File: src/logic/vic_pkg.sv
// Package: register map, vectors and constants of the vectored interrupt controller
package vic_pkg;

    // ======================================================
    // Register byte offsets
    localparam logic [7:0] CTRL_OFF      = 8'h00;
    localparam logic [7:0] EDGE_OFF      = 8'h04;
    localparam logic [7:0] ENABLE_OFF    = 8'h08;
    localparam logic [7:0] FLAG_OFF      = 8'h0c;
    localparam logic [7:0] MEMBER_OFF    = 8'h10;
    localparam logic [7:0] PINCFG_OFF    = 8'h14;
    localparam logic [7:0] STATUS_OFF    = 8'h18;

    // ======================================================
    // Source slots, in priority order (slot 0 highest)
    localparam int NSRC    = 14;
    localparam int NGRP    = 6;
    localparam int NPIN    = 4;
    localparam int NMEMBER = 24;

    localparam logic [7:0] VECTORS [NSRC] = '{
        8'h04, 8'h08, 8'h10, 8'h14, 8'h18, 8'h1c, 8'h20,
        8'h24, 8'h28, 8'h2c, 8'h30, 8'h34, 8'h38, 8'h3c};

    // Slot kinds: pin index per slot (or none), group index per slot (or none)
    localparam logic [NSRC-1:0] PIN_SLOT = 14'b00_1100_0000_0011;
    localparam logic [NSRC-1:0] GRP_SLOT = 14'b11_0010_0101_1000;
    localparam int PIN_OF [NSRC] = '{0, 1, 0, 0, 0, 0, 0, 0, 0, 0, 2, 3, 0, 0};
    localparam int GRP_OF [NSRC] = '{0, 0, 0, 0, 1, 0, 2, 0, 0, 3, 0, 0, 4, 5};
    localparam int SLOT_CMP = 2;
    localparam int SLOT_ADC = 5;
    localparam int SLOT_TB0 = 7;
    localparam int SLOT_TB1 = 8;

    // Group of each member source: four members per group
    localparam int MEMBERS_PER_GRP = 4;

    // ======================================================
    // Edge select codes
    localparam logic [1:0] EDGE_OFF_CODE = 2'h0;
    localparam logic [1:0] EDGE_RISE     = 2'h1;
    localparam logic [1:0] EDGE_FALL     = 2'h2;
    localparam logic [1:0] EDGE_BOTH     = 2'h3;

    // ======================================================
    // Reset values
    localparam logic [31:0] ZERO_RST = 32'h0000_0000;

    typedef enum logic [1:0] {
        VIC_IDLE = 2'b00,
        VIC_REQ  = 2'b01
    } vic_state_t;

    typedef enum logic [1:0] {
        VIC_RSP_OKAY   = 2'b00,
        VIC_RSP_SLVERR = 2'b10
    } vic_resp_t;

endpackage

File: src/logic/vic_controller.sv
// Vectored interrupt controller with edge-triggered pins and AXI4-Lite registers
`timescale 1ns/10ps
// What this block does
// - Events other than pin edges set request flags regardless of enables
// - Flag vectors only when its enable set
// - Global enable low suppresses all interrupts
// - Core pushes next PC, loads vector
// - Return instruction pops the saved PC
// - Taking an interrupt clears global enable
// - Flags still latch while globally disabled
// - Full stack blocks raising every new request
// - Lowest vector address wins simultaneous requests
// - Individual vectors fixed per source table
// - Six groups share one vector each
// - Service clears individual and group flags
// - Any event setting a clear flag wakes from sleep
// - Pin edge sets its pin flag
// - Pin vectors need global, enable, edge
// - Pin active needs enable, routing, input
// - Pin service clears pin flag, global
// - Rising, falling or both edge trigger
// - Edge code can disable pin entirely
// - Pull-up remains with pin as interrupt
// - Any member event sets its group flag
module vic_controller (
    input  wire logic                   aclk,            // System clock, 20 MHz
    input  wire logic                   aresetn,         // Synchronous reset, active low
    input  wire logic [7:0]             s_axi_awaddr,    // Write address
    input  wire logic                   s_axi_awvalid,   // Write address valid
    output logic                        s_axi_awready,   // Write address ready
    input  wire logic [31:0]            s_axi_wdata,     // Write data
    input  wire logic [3:0]             s_axi_wstrb,     // Write strobes
    input  wire logic                   s_axi_wvalid,    // Write data valid
    output logic                        s_axi_wready,    // Write data ready
    output logic [1:0]                  s_axi_bresp,     // Write response
    output logic                        s_axi_bvalid,    // Write response valid
    input  wire logic                   s_axi_bready,    // Write response ready
    input  wire logic [7:0]             s_axi_araddr,    // Read address
    input  wire logic                   s_axi_arvalid,   // Read address valid
    output logic                        s_axi_arready,   // Read address ready
    output logic [31:0]                 s_axi_rdata,     // Read data
    output logic [1:0]                  s_axi_rresp,     // Read response
    output logic                        s_axi_rvalid,    // Read data valid
    input  wire logic                   s_axi_rready,    // Read data ready
    input  wire logic [3:0]             ext_irq_pins,    // External interrupt pin levels
    input  wire logic                   comparator_event,// Comparator output changed, pulse
    input  wire logic                   converter_event, // Conversion finished, pulse
    input  wire logic                   timebase0_event, // Time base 0 tick, pulse
    input  wire logic                   timebase1_event, // Time base 1 tick, pulse
    input  wire logic [23:0]            member_events,   // Group member source events, pulses
    input  wire logic                   stack_full,      // Core return stack is full
    input  wire logic                   core_ack,        // Core accepts the vector, pulse
    input  wire logic                   core_return_from_isr_instr,       // Core executed return from service
    output logic                        irq_req,         // Interrupt request to core, level
    output logic [7:0]                  irq_vector,      // Vector address for the core
    output logic                        wake_up,         // Wake from sleep or idle, pulse
    output logic [3:0]                  pin_pullup_en    // Pull-up enables to pin pads
);

    // ======================================================
    // State
    typedef struct packed {
        logic                           gie;
        logic [7:0]                     edge_sel;
        logic [13:0]                    enables;
        logic [13:0]                    flags;
        logic [23:0]                    member_flags;
        logic [3:0]                     pin_route;
        logic [3:0]                     pin_input;
        logic [3:0]                     pin_pull;
        logic [3:0]                     pin_sync1;
        logic [3:0]                     pin_sync2;
        logic [3:0]                     pin_prev;
        logic                           req;
        logic [7:0]                     vec;
        logic [3:0]                     slot;
        logic                           wake;
        logic                           aw_got;
        logic                           w_got;
        logic [7:0]                     awaddr;
        logic [31:0]                    wdata;
        logic                           bvalid;
        logic                           rvalid;
        logic [31:0]                    rdata;
        logic [1:0]                     bresp;
        logic [1:0]                     rresp;
    } vic_state_s_t;

    vic_state_s_t st_reg;
    vic_state_s_t st_next;

    function automatic logic addr_known(input logic [7:0] a);
        addr_known = (a == vic_pkg::CTRL_OFF) || (a == vic_pkg::EDGE_OFF) ||
                     (a == vic_pkg::ENABLE_OFF) || (a == vic_pkg::FLAG_OFF) ||
                     (a == vic_pkg::MEMBER_OFF) || (a == vic_pkg::PINCFG_OFF) ||
                     (a == vic_pkg::STATUS_OFF);
    endfunction

    function automatic logic [31:0] merge(input logic [31:0] old, input logic [31:0] d, input logic [3:0] s);
        logic [31:0] r;
        r = old;
        for (int b = 0; b < 4; b++)
        begin
            if (s[b])
                r[b*8 +: 8] = d[b*8 +: 8];
        end
        merge = r;
    endfunction

    // ======================================================
    // Event sources
    logic [3:0]  pin_edge;
    logic [3:0]  pin_active;
    logic [3:0]  pin_en;
    logic [13:0] raw_set;
    logic [5:0]  grp_set;

    genvar gp;
    generate
        for (gp = 0; gp < vic_pkg::NPIN; gp++)
        begin : g_pin
            logic [1:0] sel;
            logic       rise;
            logic       fall;
            assign sel  = st_reg.edge_sel[gp*2 +: 2];
            assign rise = st_reg.pin_sync2[gp] & ~st_reg.pin_prev[gp];
            assign fall = ~st_reg.pin_sync2[gp] & st_reg.pin_prev[gp];
            // Routing, direction and enable all gate the pin function
            assign pin_active[gp] = st_reg.pin_route[gp] & st_reg.pin_input[gp] & pin_en[gp];
            assign pin_edge[gp] = pin_active[gp] &&
                                  (((sel == vic_pkg::EDGE_RISE) && rise) ||
                                   ((sel == vic_pkg::EDGE_FALL) && fall) ||
                                   ((sel == vic_pkg::EDGE_BOTH) && (rise || fall)));
        end
        for (gp = 0; gp < vic_pkg::NGRP; gp++)
        begin : g_grp
            // Any newly raised member sets the group flag
            assign grp_set[gp] = |member_events[gp*vic_pkg::MEMBERS_PER_GRP +: vic_pkg::MEMBERS_PER_GRP];
        end
    endgenerate

    always_comb
    begin
        raw_set = '0;
        for (int i = 0; i < vic_pkg::NSRC; i++)
        begin
            if (vic_pkg::PIN_SLOT[i])
                raw_set[i] = pin_edge[vic_pkg::PIN_OF[i]];
            else if (vic_pkg::GRP_SLOT[i])
                raw_set[i] = grp_set[vic_pkg::GRP_OF[i]];
        end
        raw_set[vic_pkg::SLOT_CMP] = comparator_event;
        raw_set[vic_pkg::SLOT_ADC] = converter_event;
        raw_set[vic_pkg::SLOT_TB0] = timebase0_event;
        raw_set[vic_pkg::SLOT_TB1] = timebase1_event;
    end

    // ======================================================
    // Arbitration
    logic [13:0] pending;
    logic        any_pend;
    logic [3:0]  win;

    // Pins also need a non-disabled edge code to vector
    always_comb
    begin
        pending = st_reg.flags & st_reg.enables;
        pin_en = '0;
        for (int i = 0; i < vic_pkg::NSRC; i++)
        begin
            if (vic_pkg::PIN_SLOT[i])
                pin_en[vic_pkg::PIN_OF[i]] = st_reg.enables[i];
            if (vic_pkg::PIN_SLOT[i] && st_reg.edge_sel[vic_pkg::PIN_OF[i]*2 +: 2] == vic_pkg::EDGE_OFF_CODE)
                pending[i] = 1'b0;
        end
        any_pend = |pending;
        win = 4'h0;
        for (int i = vic_pkg::NSRC - 1; i >= 0; i--)
        begin
            if (pending[i])
                win = 4'(i);
        end
    end

    // ======================================================
    // Next state
    logic aw_take;
    logic w_take;
    logic ar_take;
    logic wr_go;

    assign aw_take = s_axi_awvalid && !st_reg.aw_got && !st_reg.bvalid;
    assign w_take  = s_axi_wvalid && !st_reg.w_got && !st_reg.bvalid;
    assign ar_take = s_axi_arvalid && !st_reg.rvalid;

    always_comb
    begin
        logic [7:0]  wa;
        logic [31:0] wd;
        logic [13:0] clr;
        logic [31:0] tmp;
        wa  = aw_take ? s_axi_awaddr : st_reg.awaddr;
        wd  = w_take ? s_axi_wdata : st_reg.wdata;
        clr = '0;
        tmp = '0;
        st_next = st_reg;
        wr_go = (st_reg.aw_got || aw_take) && (st_reg.w_got || w_take);

        st_next.pin_sync1 = ext_irq_pins;
        st_next.pin_sync2 = st_reg.pin_sync1;
        st_next.pin_prev  = st_reg.pin_sync2;
        st_next.wake = 1'b0;

        if (aw_take)
            st_next.awaddr = s_axi_awaddr;
        if (w_take)
            st_next.wdata = s_axi_wdata;
        st_next.aw_got = (st_reg.aw_got || aw_take) && !wr_go;
        st_next.w_got  = (st_reg.w_got || w_take) && !wr_go;

        // Register writes; hardware sets below are applied after, so a set wins
        if (wr_go)
        begin
            st_next.bvalid = 1'b1;
            st_next.bresp  = addr_known(wa) ? vic_pkg::VIC_RSP_OKAY : vic_pkg::VIC_RSP_SLVERR;
            case (wa)
                vic_pkg::CTRL_OFF:
                    if (s_axi_wstrb[0])
                        st_next.gie = wd[0];
                vic_pkg::EDGE_OFF:
                    if (s_axi_wstrb[0])
                        st_next.edge_sel = wd[7:0];
                vic_pkg::ENABLE_OFF:
                begin
                    tmp = merge({18'h0, st_reg.enables}, wd, s_axi_wstrb);
                    st_next.enables = tmp[13:0];
                end
                vic_pkg::FLAG_OFF:
                begin
                    tmp = merge({18'h0, st_reg.flags}, wd, s_axi_wstrb);
                    st_next.flags = tmp[13:0];
                end
                vic_pkg::MEMBER_OFF:
                begin
                    tmp = merge({8'h0, st_reg.member_flags}, wd, s_axi_wstrb);
                    st_next.member_flags = tmp[23:0];
                end
                vic_pkg::PINCFG_OFF:
                    if (s_axi_wstrb[1:0] == 2'h3)
                    begin
                        st_next.pin_route = wd[3:0];
                        st_next.pin_input = wd[7:4];
                        st_next.pin_pull  = wd[11:8];
                    end
                default:
                    st_next.gie = st_next.gie;
            endcase
        end
        else if (st_reg.bvalid && s_axi_bready)
            st_next.bvalid = 1'b0;

        if (ar_take)
        begin
            st_next.rvalid = 1'b1;
            st_next.rresp  = addr_known(s_axi_araddr) ? vic_pkg::VIC_RSP_OKAY : vic_pkg::VIC_RSP_SLVERR;
            case (s_axi_araddr)
                vic_pkg::CTRL_OFF:   st_next.rdata = {31'h0, st_reg.gie};
                vic_pkg::EDGE_OFF:   st_next.rdata = {24'h0, st_reg.edge_sel};
                vic_pkg::ENABLE_OFF: st_next.rdata = {18'h0, st_reg.enables};
                vic_pkg::FLAG_OFF:   st_next.rdata = {18'h0, st_reg.flags};
                vic_pkg::MEMBER_OFF: st_next.rdata = {8'h0, st_reg.member_flags};
                vic_pkg::PINCFG_OFF: st_next.rdata = {20'h0, st_reg.pin_pull, st_reg.pin_input, st_reg.pin_route};
                vic_pkg::STATUS_OFF: st_next.rdata = {19'h0, st_reg.slot, st_reg.vec, st_reg.req};
                default:             st_next.rdata = vic_pkg::ZERO_RST;
            endcase
        end
        else if (st_reg.rvalid && s_axi_rready)
            st_next.rvalid = 1'b0;

        // Request to core; vector held stable while raised
        if (st_reg.req)
        begin
            if (core_ack)
            begin
                st_next.req = 1'b0;
                st_next.gie = 1'b0;
                clr[st_reg.slot] = 1'b1;
            end
        end
        else if (st_reg.gie && !stack_full && any_pend)
        begin
            st_next.req  = 1'b1;
            st_next.slot = win;
            st_next.vec  = vic_pkg::VECTORS[win];
        end
        if (core_ack && st_reg.req)
            st_next.flags = st_next.flags & ~clr;

        // Hardware events are applied last so a set beats any clear
        st_next.flags = st_next.flags | raw_set;
        st_next.member_flags = st_next.member_flags | member_events;
        st_next.wake = |(raw_set & ~st_reg.flags);

        if (!aresetn)
        begin
            st_next = '0;
            st_next.pin_sync1 = ext_irq_pins;
            st_next.pin_sync2 = ext_irq_pins;
            st_next.pin_prev  = ext_irq_pins;
        end
    end

    always_ff @(posedge aclk)
        st_reg <= st_next;

    // ======================================================
    // Outputs
    assign s_axi_awready = aw_take;
    assign s_axi_wready  = w_take;
    assign s_axi_arready = ar_take;
    assign s_axi_bvalid  = st_reg.bvalid;
    assign s_axi_bresp   = st_reg.bresp;
    assign s_axi_rvalid  = st_reg.rvalid;
    assign s_axi_rdata   = st_reg.rdata;
    assign s_axi_rresp   = st_reg.rresp;
    assign irq_req       = st_reg.req;
    assign irq_vector    = st_reg.vec;
    assign wake_up       = st_reg.wake;
    assign pin_pullup_en = st_reg.pin_pull;

    // ======================================================
    // Checks
    a_gie_suppress: assert property (@(posedge aclk) disable iff (!aresetn)
        $rose(irq_req) |-> $past(st_reg.gie))
        else $error("request raised with global enable low");
    a_stack_block: assert property (@(posedge aclk) disable iff (!aresetn)
        $rose(irq_req) |-> !$past(stack_full))
        else $error("request raised while stack full");
    a_ack_clears_gie: assert property (@(posedge aclk) disable iff (!aresetn)
        (irq_req && core_ack && !wr_go) |=> !st_reg.gie && !irq_req)
        else $error("global enable not cleared on service");
    a_enable_needed: assert property (@(posedge aclk) disable iff (!aresetn)
        $rose(irq_req) |-> ($past(st_reg.enables) & (14'h1 << st_reg.slot)) != 14'h0)
        else $error("disabled source vectored");
    a_vec_stable: assert property (@(posedge aclk) disable iff (!aresetn)
        (irq_req && !core_ack) |=> $stable(irq_vector))
        else $error("vector changed while pending");
    a_vector_map: assert property (@(posedge aclk) disable iff (!aresetn)
        irq_req |-> irq_vector == {2'h0, st_reg.slot + 4'h1 + {3'h0, st_reg.slot >= 4'h2}, 2'h0})
        else $error("vector does not match slot");
    a_flag_sets: assert property (@(posedge aclk) disable iff (!aresetn)
        comparator_event |=> st_reg.flags[2])
        else $error("comparator flag not set");
    a_member_group: assert property (@(posedge aclk) disable iff (!aresetn)
        member_events[4] |=> st_reg.flags[4] && st_reg.member_flags[4])
        else $error("group flag not set by member");
    a_wake_pulse: assert property (@(posedge aclk) disable iff (!aresetn)
        (timebase0_event && !st_reg.flags[7]) |=> wake_up)
        else $error("no wake on new flag");

endmodule

File: config.mk
export PLATFORM = sky130hd
export DESIGN_NAME = vic_controller
export DESIGN_NICKNAME = d
export VERILOG_FILES = /design/src/logic/vic_pkg.sv /design/src/logic/vic_controller.sv
export SDC_FILE = /design/constraint.sdc
export NUM_CORES = 1
export LEC_CHECK = 0
export BUFFER_PORTS_ARGS = -buffer_cell sky130_fd_sc_hd__buf_4
export CAP_MARGIN = 20
export CELL_PAD_IN_SITES_DETAIL_PLACEMENT = 1
export CELL_PAD_IN_SITES_GLOBAL_PLACEMENT = 2
export CORE_UTILIZATION = 30
export DETAILED_ROUTE_END_ITERATION = 10
export PLACE_DENSITY_LB_ADDON = 0.08
export SLEW_MARGIN = 30
export SYNTH_ARGS = -nofsm -noshare
export SYNTH_HDL_FRONTEND = slang
export SYNTH_SLANG_ARGS = --single-unit
File: constraint.sdc
create_clock -name aclk -period 2.22 [get_ports aclk]
set_input_delay 0.444 -clock aclk [delete_from_list [all_inputs] [get_ports aclk]]
set_output_delay 0.444 -clock aclk [all_outputs]
set_load 0.01 [all_outputs]
==> results.cfg, run 1 <==
[setup_path]
max_stage_delay_ns = 0.43
crit_chain = or3b_4 -> buf_4 -> nor4_4 -> buf_4 -> o2111ai_2 -> buf_4 -> a21oi_1 -> o2bb2ai_1
arrival_ns = 2.45
crit_buf_inv = 3
critPathKind = flip-flop to flip-flop
crit_family = simple AND/OR/NAND/NOR gates
slowest_stage = or3b_4
end_kind = flip-flop
path_max_fanout = 8
crit_top_cell = buf_4
required_ns = 2.54
start_kind = flip-flop

[synth]
synthDistinctLibCells = 68
synth_seq_area_share_pct = 41.0
yosys_warnings = 0
async_reset_ff_share_pct = 0
synthCells = 860
ys_top_cells_by_area = dfxtp_1 41%, mux2i_1 5.0%, nand2_1 4.9%
synth-main-ff-cell = dfxtp_1
synth_top_area_cell = dfxtp_1
syn_avg_cell_area_sq_um = 8.91
synth_top_area_share_pct = 41.0
netlist_area_sq_um = 7660
yosys_register_bits = 157
synth-edff-count = 0

[clock_network]
cts_tree = built
numCtsBuffers = 17
clockRootBuffer = clkbuf_16
cts_max_path_buffers = 2
numClockSinks = 157
cts.clk_slew.worst_paths_ns = 0.07
clkLatencyLatePin_ns = 0.43
ctsHoldBuffers = 0
htreeDepth = 4

[run_status]
outcome = finished, violations left
violations = design-rule violations

[die]
die_area_sq_um = 26200
die_y_microns = 162
num_io_pins = 149
core_area_sq_um = 25100
die_w_microns = 162
fp-row-count = 58
start_util_pct = 30.5

[sta]
setup_viol = 0
period_share_pct = 95.8
worst_pin_slew_ns = 0.927
finClkSkew_ns = 0.00845
hold_viol_final = 0
fin_crit_ns = 2.13
setup_ws_ns = 0.0930
slew_headroom_pct = 38.1
slew_viol_final = 0
fmax_mhz = 470
rsz0062_at_grt = no

[finish]
largest_register_ffs = 107
regArea_sq_um = 3140
drive_gt1_share_pct = 28.4
diodes = 0
nNetsFinal = 1120
area_growth_pct = 30.1
multi_input_area_sq_um = 3950
nFillCells = 2944

[power]
p_leak_nw = 4.15
power_density_nw_per_um2 = 705
irDropWorstVdd_uv = 410
p_total_mw = 7.03

[min_path]
holdCritPathClass = input port to flip-flop

[routing]
viasPerCell = 5.19
drc = 1
routed.top_layer = met4
drt_iter0_markers = 382
first_pass_iters = 7
wl_microns = 27600
dr_wl_met3_microns = 1200
wl_met1_microns = 13000
route.met2.wl_microns = 12900
vias = 7055
wl_per_cell_microns = 20.3
drtAntennaViolNets = 0

[job]
drv_cap = 0

[global_route]
grt_usage_pct = 21.4
grt_pass1_wl_microns = 42400
grt.overflow.total = 0
grt_max_degree = 60
antenna_found_initial = 0
grt_pass1_vias = 7270

[placed_design]
io_buffers = 124
gp_congestion = 0.836
dp_hpwl_microns = 21000
pre_cts_ws_ns = -0.228
cell type report:
| type | instances | area share [%] |
|---|---|---|
| clock inverters | 15 | 2.02 |
| multi-input cells | 600 | 39.7 |
| inverters | 26 | 1.04 |
| repair buffers | 215 | 17.3 |
| flip-flops and latches | 157 | 31.5 |
| clock buffers | 17 | 4.27 |
| well taps | 330 | 4.14 |
per-stage QoR:
stage | cell area (sq um) | util, % | hold slack (ns) | instances | TNS [ns]
after floorplan | 7720 | - | 0.399 | 873 | -0.209
after global placement | 9310 | 37.1 | 0.413 | 1327 | -5.13
after detailed placement | 9310 | 37.1 | 0.417 | 1327 | -8.33
after CTS | 9950 | 39.6 | 0.109 | 1360 | 0
after global routing | 9970 | 39.7 | 0.109 | 1360 | 0
final | 9970 | 39.7 | 0.122 | 1360 | 0
cells in the final DEF, fill, tap and decap left out, drive strengths merged, types with 4 or more instances in the layout:
master   count
o2111ai      9
buf        215
a211oi      21
a22oi       10
o21ai       30
dfxtp      157
nor3        18
nor2        62
mux2i       39
nand2      100
o22ai       10
nor4        11
o221ai       4
a22o        12
nand4        4
nand3       36
nand3b       4
and2        14
conb        14
clkbuf      17
a31oi        7
o21bai      14
inv         32
o2bb2ai     11
o211ai      17
a21boi       4
nor3b        6
a21oi       44
or4          6
nor2b        6
mux2        20
or3          4
o311a       14
nand2b       9
ha           9
routing by layer:
layer,global-route usage (%),vias up
met5,0,-
met4,6.69,0
met3,3.19,24
met2,35.2,167
met1,28.7,3460
li1,-,3404
power by group:
group	internal [mW]	leakage, nW	switching (mW)
Sequential	2.93	1.29	0.0755
Combinational	0.385	2.56	0.495
Clock	1.81	0.298	1.33
what timing repair did:
action	4_1_cts	5_1_grt
setup endpoints to repair	8	26
setup buffers	1	0
resized for setup	2	4
cloned	0	0
pin swaps	1	0
synth_stat cells, drive strengths merged, types with 12 or more instances:
| library cell | number |
|---|---|
| nand2 | 100 |
| a21oi | 44 |
| clkbuf | 25 |
| buf | 65 |
| o21ai | 30 |
| o211ai | 17 |
| o311a | 14 |
| nand3 | 36 |
| nor3 | 18 |
| inv | 25 |
| a22o | 12 |
| mux2i | 39 |
| o21bai | 14 |
| a211oi | 21 |
| dfxtp | 157 |
| mux2 | 20 |
| nor2 | 62 |
| and2 | 14 |
path summary, 6_finish.rpt:
path,depth (start not counted),to,slack [ns],start
worst max-delay path,8,st_reg[135]$_SDFF_PN0_,0.09,s_axi_bvalid$_SDFFE_PN0P_
worst min-delay path,1,st_reg[104]$_DFF_P_,0.12,ext_irq_pins[2]
worst max register to register,8,st_reg[135]$_SDFF_PN0_,0.09,s_axi_bvalid$_SDFFE_PN0P_
worst min register to register,2,st_reg[101]$_DFF_P_,0.43,st_reg[105]$_DFF_P_
cell families (layout without fill, tap and decap cells):
kind of cell	after synthesis	in the layout	share of synthesized area, %
other	1	14	0.0490
DFF	157	157	41.0
buffers and inverters	116	273	8.51
muxes	60	60	8.43
adders and majority gates	9	9	1.47
and+or+nand+nor	287	287	18.6
AOI/OAI and AO/OA	230	230	21.9
Note: power is estimated with default switching activity, not from simulation.
==> inputs of run 2 (changes only) <==
==> constraint.sdc (replaced) <==
create_clock -name aclk -period 1.9 [get_ports aclk]
set_input_delay 0.38 -clock aclk [delete_from_list [all_inputs] [get_ports aclk]]
set_output_delay 0.38 -clock aclk [all_outputs]
set_load 0.01 [all_outputs]
==> results.cfg, run 2 (synthesized netlist as in run 1, its figures left out) <==
[run_status]
outcome = finished, violations left
violations = negative setup slack

[min_path]
holdCritPathClass = input port to flip-flop

[finish]
fin_util_pct = 44.7
final_cell_mix = 235 x buf_4, 154 x dfxtp_1, 99 x nand2_1
mostFrequentLayoutCell = buf_4
drive_gt1_share_pct = 38.8
stdcell_count = 1425
nNetsFinal = 1182
largest_register_ffs = 107
area_growth_pct = 46.6

[routing]
viasPerCell = 5.19
first_pass_iters = 7
drtAntennaViolNets = 0
vias = 7397
drt_iter0_markers = 426
wl_per_cell_microns = 20.9
drc = 0
wl_microns = 29800

[die]
start_util_pct = 30.5
fp-row-count = 58
die_area_sq_um = 26200
die_w_microns = 162
die_y_microns = 162
core_area_sq_um = 25100
num_io_pins = 149

[sta]
holdWs_ns = 0.0456
setup_viol = 74
finClkSkew_ns = 0.0199
period_share_pct = 106
setup_ws_ns = -0.113
slew_viol_final = 0
slew_headroom_pct = 44.3
fmax_mhz = 497
hold_viol_final = 0
worst_pin_slew_ns = 0.832
rsz0062_at_grt = yes
fin_crit_ns = 2.01

[placed_design]
io_buffers = 124
dp_hpwl_microns = 22000
gp_congestion = 0.892
pre_cts_ws_ns = -0.472
dpl.cell_count = 1371

[setup_path]
crit_chain = or3b_4 -> inv_8 -> buf_8 -> nor4_4 -> buf_4 -> o211ai_4 -> mux2i_1 -> nor2_1
r2r-end = pin_en[2]$_SDFFE_PN0P_
timing.rr.start = s_axi_bvalid$_SDFFE_PN0P_
worstRegToRegCells = 8
end_kind = flip-flop
critPathKind = flip-flop to flip-flop
worstSetupStartpoint = s_axi_bvalid$_SDFFE_PN0P_
cp-endpoint = pin_en[2]$_SDFFE_PN0P_
slowest_stage = or3b_4
path_max_fanout = 6
max_stage_delay_ns = 0.46
required_ns = 2.21
start_kind = flip-flop
ff2ff_setup_slack_ns = -0.11
arrival_ns = 2.32

[clock_network]
cts.clk_slew.worst_paths_ns = 0.07
clkLatencyLatePin_ns = 0.44
ctsHoldBuffers = 0
numCtsBuffers = 17
numClockSinks = 157
cts_tree = built
htreeDepth = 4
cts_max_path_buffers = 2
clockRootBuffer = clkbuf_16

[global_route]
grt_max_degree = 60
antenna_found_initial = 1
grt_pass1_vias = 7799
grt.overflow.total = 0
grt_usage_pct = 22.9
grt_pass1_wl_microns = 45200

[power]
power_density_nw_per_um2 = 777
p_leak_nw = 4.66
irDropWorstVdd_uv = 555
p_total_mw = 8.72

[job]
drv_cap = 0
run 2: what timing repair did:
action / in CTS / in global routing
setup endpoints to repair: 80 / 82
resized for setup: 82 / 41
gates cloned: 1 / 0
setup buffers: 11 / 10
endpoints found under the hold margin: 0 / 0
pin swaps: 44 / 31
run 2: how the worst min path moves through the flow:
stage,from,to,cells after the start
final,ext_irq_pins[0],st_reg[102]$_DFF_P_,1
after global routing,ext_irq_pins[1],st_reg[103]$_DFF_P_,1
after CTS,ext_irq_pins[1],st_reg[103]$_DFF_P_,1
after detailed placement,st_reg[104]$_DFF_P_,st_reg[100]$_DFF_P_,2
after global placement,st_reg[104]$_DFF_P_,st_reg[100]$_DFF_P_,2
after floorplan,st_reg[104]$_DFF_P_,st_reg[100]$_DFF_P_,2
run 2: critical path: cells and delay by family, from the launching register on:
kind | cells | cell delay (ns)
AOI/OAI and AO/OA | 1 | 0.34
muxes | 1 | 0.23
DFF | 1 | 0.32
and+or+nand+nor | 3 | 0.58
buffers and inverters | 3 | 0.40
run 2: area by class of cell:
cell class                      instances  area [sq um]
Timing Repair Buffer                  277          2370
Inverter                               26           111
Clock buffer                           18           439
Multi-Input combinational cell        600          4520
Clock inverter                         14           216
Sequential cell                       157          3150
Fill cell                            2872         13900
Antenna cell                            3          7.51
Tap cell                              330           413
run 2: power by group:
group	total [mW]	switching (mW)	internal, mW
Clock	3.91	1.62	2.30
Sequential	3.52	0.0898	3.43
Combinational	1.29	0.701	0.594
Total	8.72	2.41	6.32
run 2: layer usage:
metal	vias to the layer above	routed length [microns]	global-route usage (%)
met2	197	14400	38.5
met3	35	1450	3.83
met5	-	13	0
li1	3534	-	-
met4	2	537	6.35
met1	3629	13400	30.0
run 2: stage by stage:
step / cell area (sq um) / TNS (ns)
finish: 11200 / -5.36
floorplan: 7860 / -9.27
global route: 11200 / -10.99
detailed placement: 9770 / -33.97
CTS: 10900 / -5.47
global placement: 9770 / -29.60
==> inputs of run 3 (changes only) <==
--- a/config.mk
+++ b/config.mk
@@ -9,7 +9,8 @@
 export CAP_MARGIN = 20
 export CELL_PAD_IN_SITES_DETAIL_PLACEMENT = 1
 export CELL_PAD_IN_SITES_GLOBAL_PLACEMENT = 2
-export CORE_UTILIZATION = 30
+export CORE_MARGIN = 1.5
+export CORE_UTILIZATION = 36
 export DETAILED_ROUTE_END_ITERATION = 10
 export PLACE_DENSITY_LB_ADDON = 0.08
 export SLEW_MARGIN = 30
==> constraint.sdc (replaced) <==
create_clock -name aclk -period 2.35 [get_ports aclk]
set_input_delay 0.47 -clock aclk [delete_from_list [all_inputs] [get_ports aclk]]
set_output_delay 0.47 -clock aclk [all_outputs]
set_load 0.01 [all_outputs]
==> results.cfg, run 3 (synthesized netlist as in run 1, its figures left out) <==
[run_status]
outcome = finished clean

[die]
die_y_microns = 149
core_area_sq_um = 21000
die_w_microns = 149
die_area_sq_um = 22200
num_io_pins = 149
fp-row-count = 53
start_util_pct = 36.6

[clock_network]
ctsHoldBuffers = 0
cts.clk_slew.worst_paths_ns = 0.07
cts_tree = built
numCtsBuffers = 17
clockRootBuffer = clkbuf_16
cts_max_path_buffers = 2
numClockSinks = 157
htreeDepth = 4
clkLatencyLatePin_ns = 0.43

[routing]
drtAntennaViolNets = 0
drt_iter0_markers = 317
wl_met1_microns = 12500
first_pass_iters = 5
viasPerCell = 5.52
dr_wl_met3_microns = 1240
route.met2.wl_microns = 12400
wl_per_cell_microns = 20.9
drc = 0
vias = 7013
routed.top_layer = met4
wl_microns = 26500

[placed_design]
io_buffers = 124
dp_hpwl_microns = 20000
gp_congestion = 0.873
dpl.cell_count = 1237

[finish]
final_cell_mix = 173 x buf_4, 157 x dfxtp_1, 100 x nand2_1
nNetsFinal = 1085
fin_util_pct = 45.8
drive_gt1_share_pct = 25.6
mostFrequentLayoutCell = buf_4
area_growth_pct = 25.2
nFillCells = 2466
largest_register_ffs = 107
diodes = 0
stdcell_count = 1270

[setup_path]
end_kind = flip-flop
worstRegToRegCells = 8
timing.rr.start = s_axi_bvalid$_SDFFE_PN0P_
arrival_ns = 2.50
start_kind = flip-flop
required_ns = 2.66
path_max_fanout = 8
critPathKind = flip-flop to flip-flop
worstSetupStartpoint = s_axi_bvalid$_SDFFE_PN0P_

[job]
drv_cap = 0

[sta]
slew_viol_final = 0
rsz0062_at_grt = no
finClkSkew_ns = 0.0129
slew_headroom_pct = 44.6
setup_viol = 0
worst_pin_slew_ns = 0.829
period_share_pct = 93.1
fmax_mhz = 457
hold_viol_final = 0
fin_crit_ns = 2.19

[power]
irDropWorstVdd_uv = 471
power_density_nw_per_um2 = 682
p_leak_nw = 3.95

[min_path]
holdCritPathClass = input port to flip-flop
hold_depth = 1
hp-start = ext_irq_pins[0]

[global_route]
grt_max_degree = 60
grt_usage_pct = 24.6
grt_pass1_wl_microns = 41200
grt.overflow.total = 0
grt_pass1_vias = 7247
antenna_found_initial = 0
[run 3: cell types whose count changed in the layout (fill, tap and decap cells not counted), moves of 6 or more]
cell and delta:
a21oi_1 +8, buf_12 -7, nor3_2 -13, a211oi_2 -9, buf_4 -62, o2bb2ai_1 +6
nor3_1 +13, buf_6 -25, a211oi_1 +9
[run 3: per-stage QoR]
stage | setup WS (ns) | hold slack [ns] | TNS [ns] | cell area (sq um) | power [mW]
final | 0.163 | 0.145 | 0 | 9590 | 6.54
after global routing | 0.0119 | 0.129 | 0 | 9590 | 6.80
after CTS | 0.00323 | 0.129 | 0 | 9560 | 6.58
after detailed placement | -0.189 | 0.415 | -3.27 | 8950 | 3.68
after global placement | -0.113 | 0.407 | -1.22 | 8950 | 3.64
after floorplan | 0.0782 | 0.399 | 0 | 7720 | 3.31
[run 3: routing by layer]
metal  vias to the layer above  global-route usage (%)
met3                        28                    5.08
met2                       181                    39.6
met1                      3455                    33.1
met4                         0                    7.62
met5                         -                       0
li1                       3349                       -
[run 3: worst max-delay path: stages, from the launching register on]
cell,delay [ns]
dfxtp_1,0.34
or3b_4,0.44
buf_4,0.18
nor4_4,0.21
buf_4,0.21
o2111ai_2,0.20
buf_4,0.23
a21oi_1,0.15
o2bb2ai_1,0.09
[run 3: where the power goes]
| group | internal, mW | switching [mW] |
|---|---|---|
| clock | 1.64 | 1.27 |
| sequential | 2.77 | 0.0789 |
| combinational | 0.332 | 0.448 |
| total | 4.74 | 1.80 |
[run 3: timing repair]
item / 4_1_cts / 5_1_grt
setup buffers: 0 / 1
setup endpoints to repair: 0 / 18
gates resized for setup: 0 / 3
[run 3: path summary, 6_finish.rpt]
kind / endpoint / slack, ns
setup / recovery: st_reg[137]$_SDFF_PN0_ / 0.16
hold reg to reg: st_reg[98]$_DFF_P_ / 0.43
setup reg to reg: st_reg[137]$_SDFF_PN0_ / 0.16
hold / removal: st_reg[102]$_DFF_P_ / 0.14
[run 3: final cells by class]
| class | count | area [sq um] | share of cell area [%] |
|---|---|---|---|
| flip-flops and latches | 157 | 3140 | 32.8 |
| clock buffers | 18 | 439 | 4.58 |
| repair buffers | 180 | 1440 | 15.0 |
| inverters | 26 | 103 | 1.07 |
| multi-input cells | 600 | 3950 | 41.2 |
| well taps | 275 | 344 | 3.59 |
| clock inverters | 14 | 175 | 1.83 |
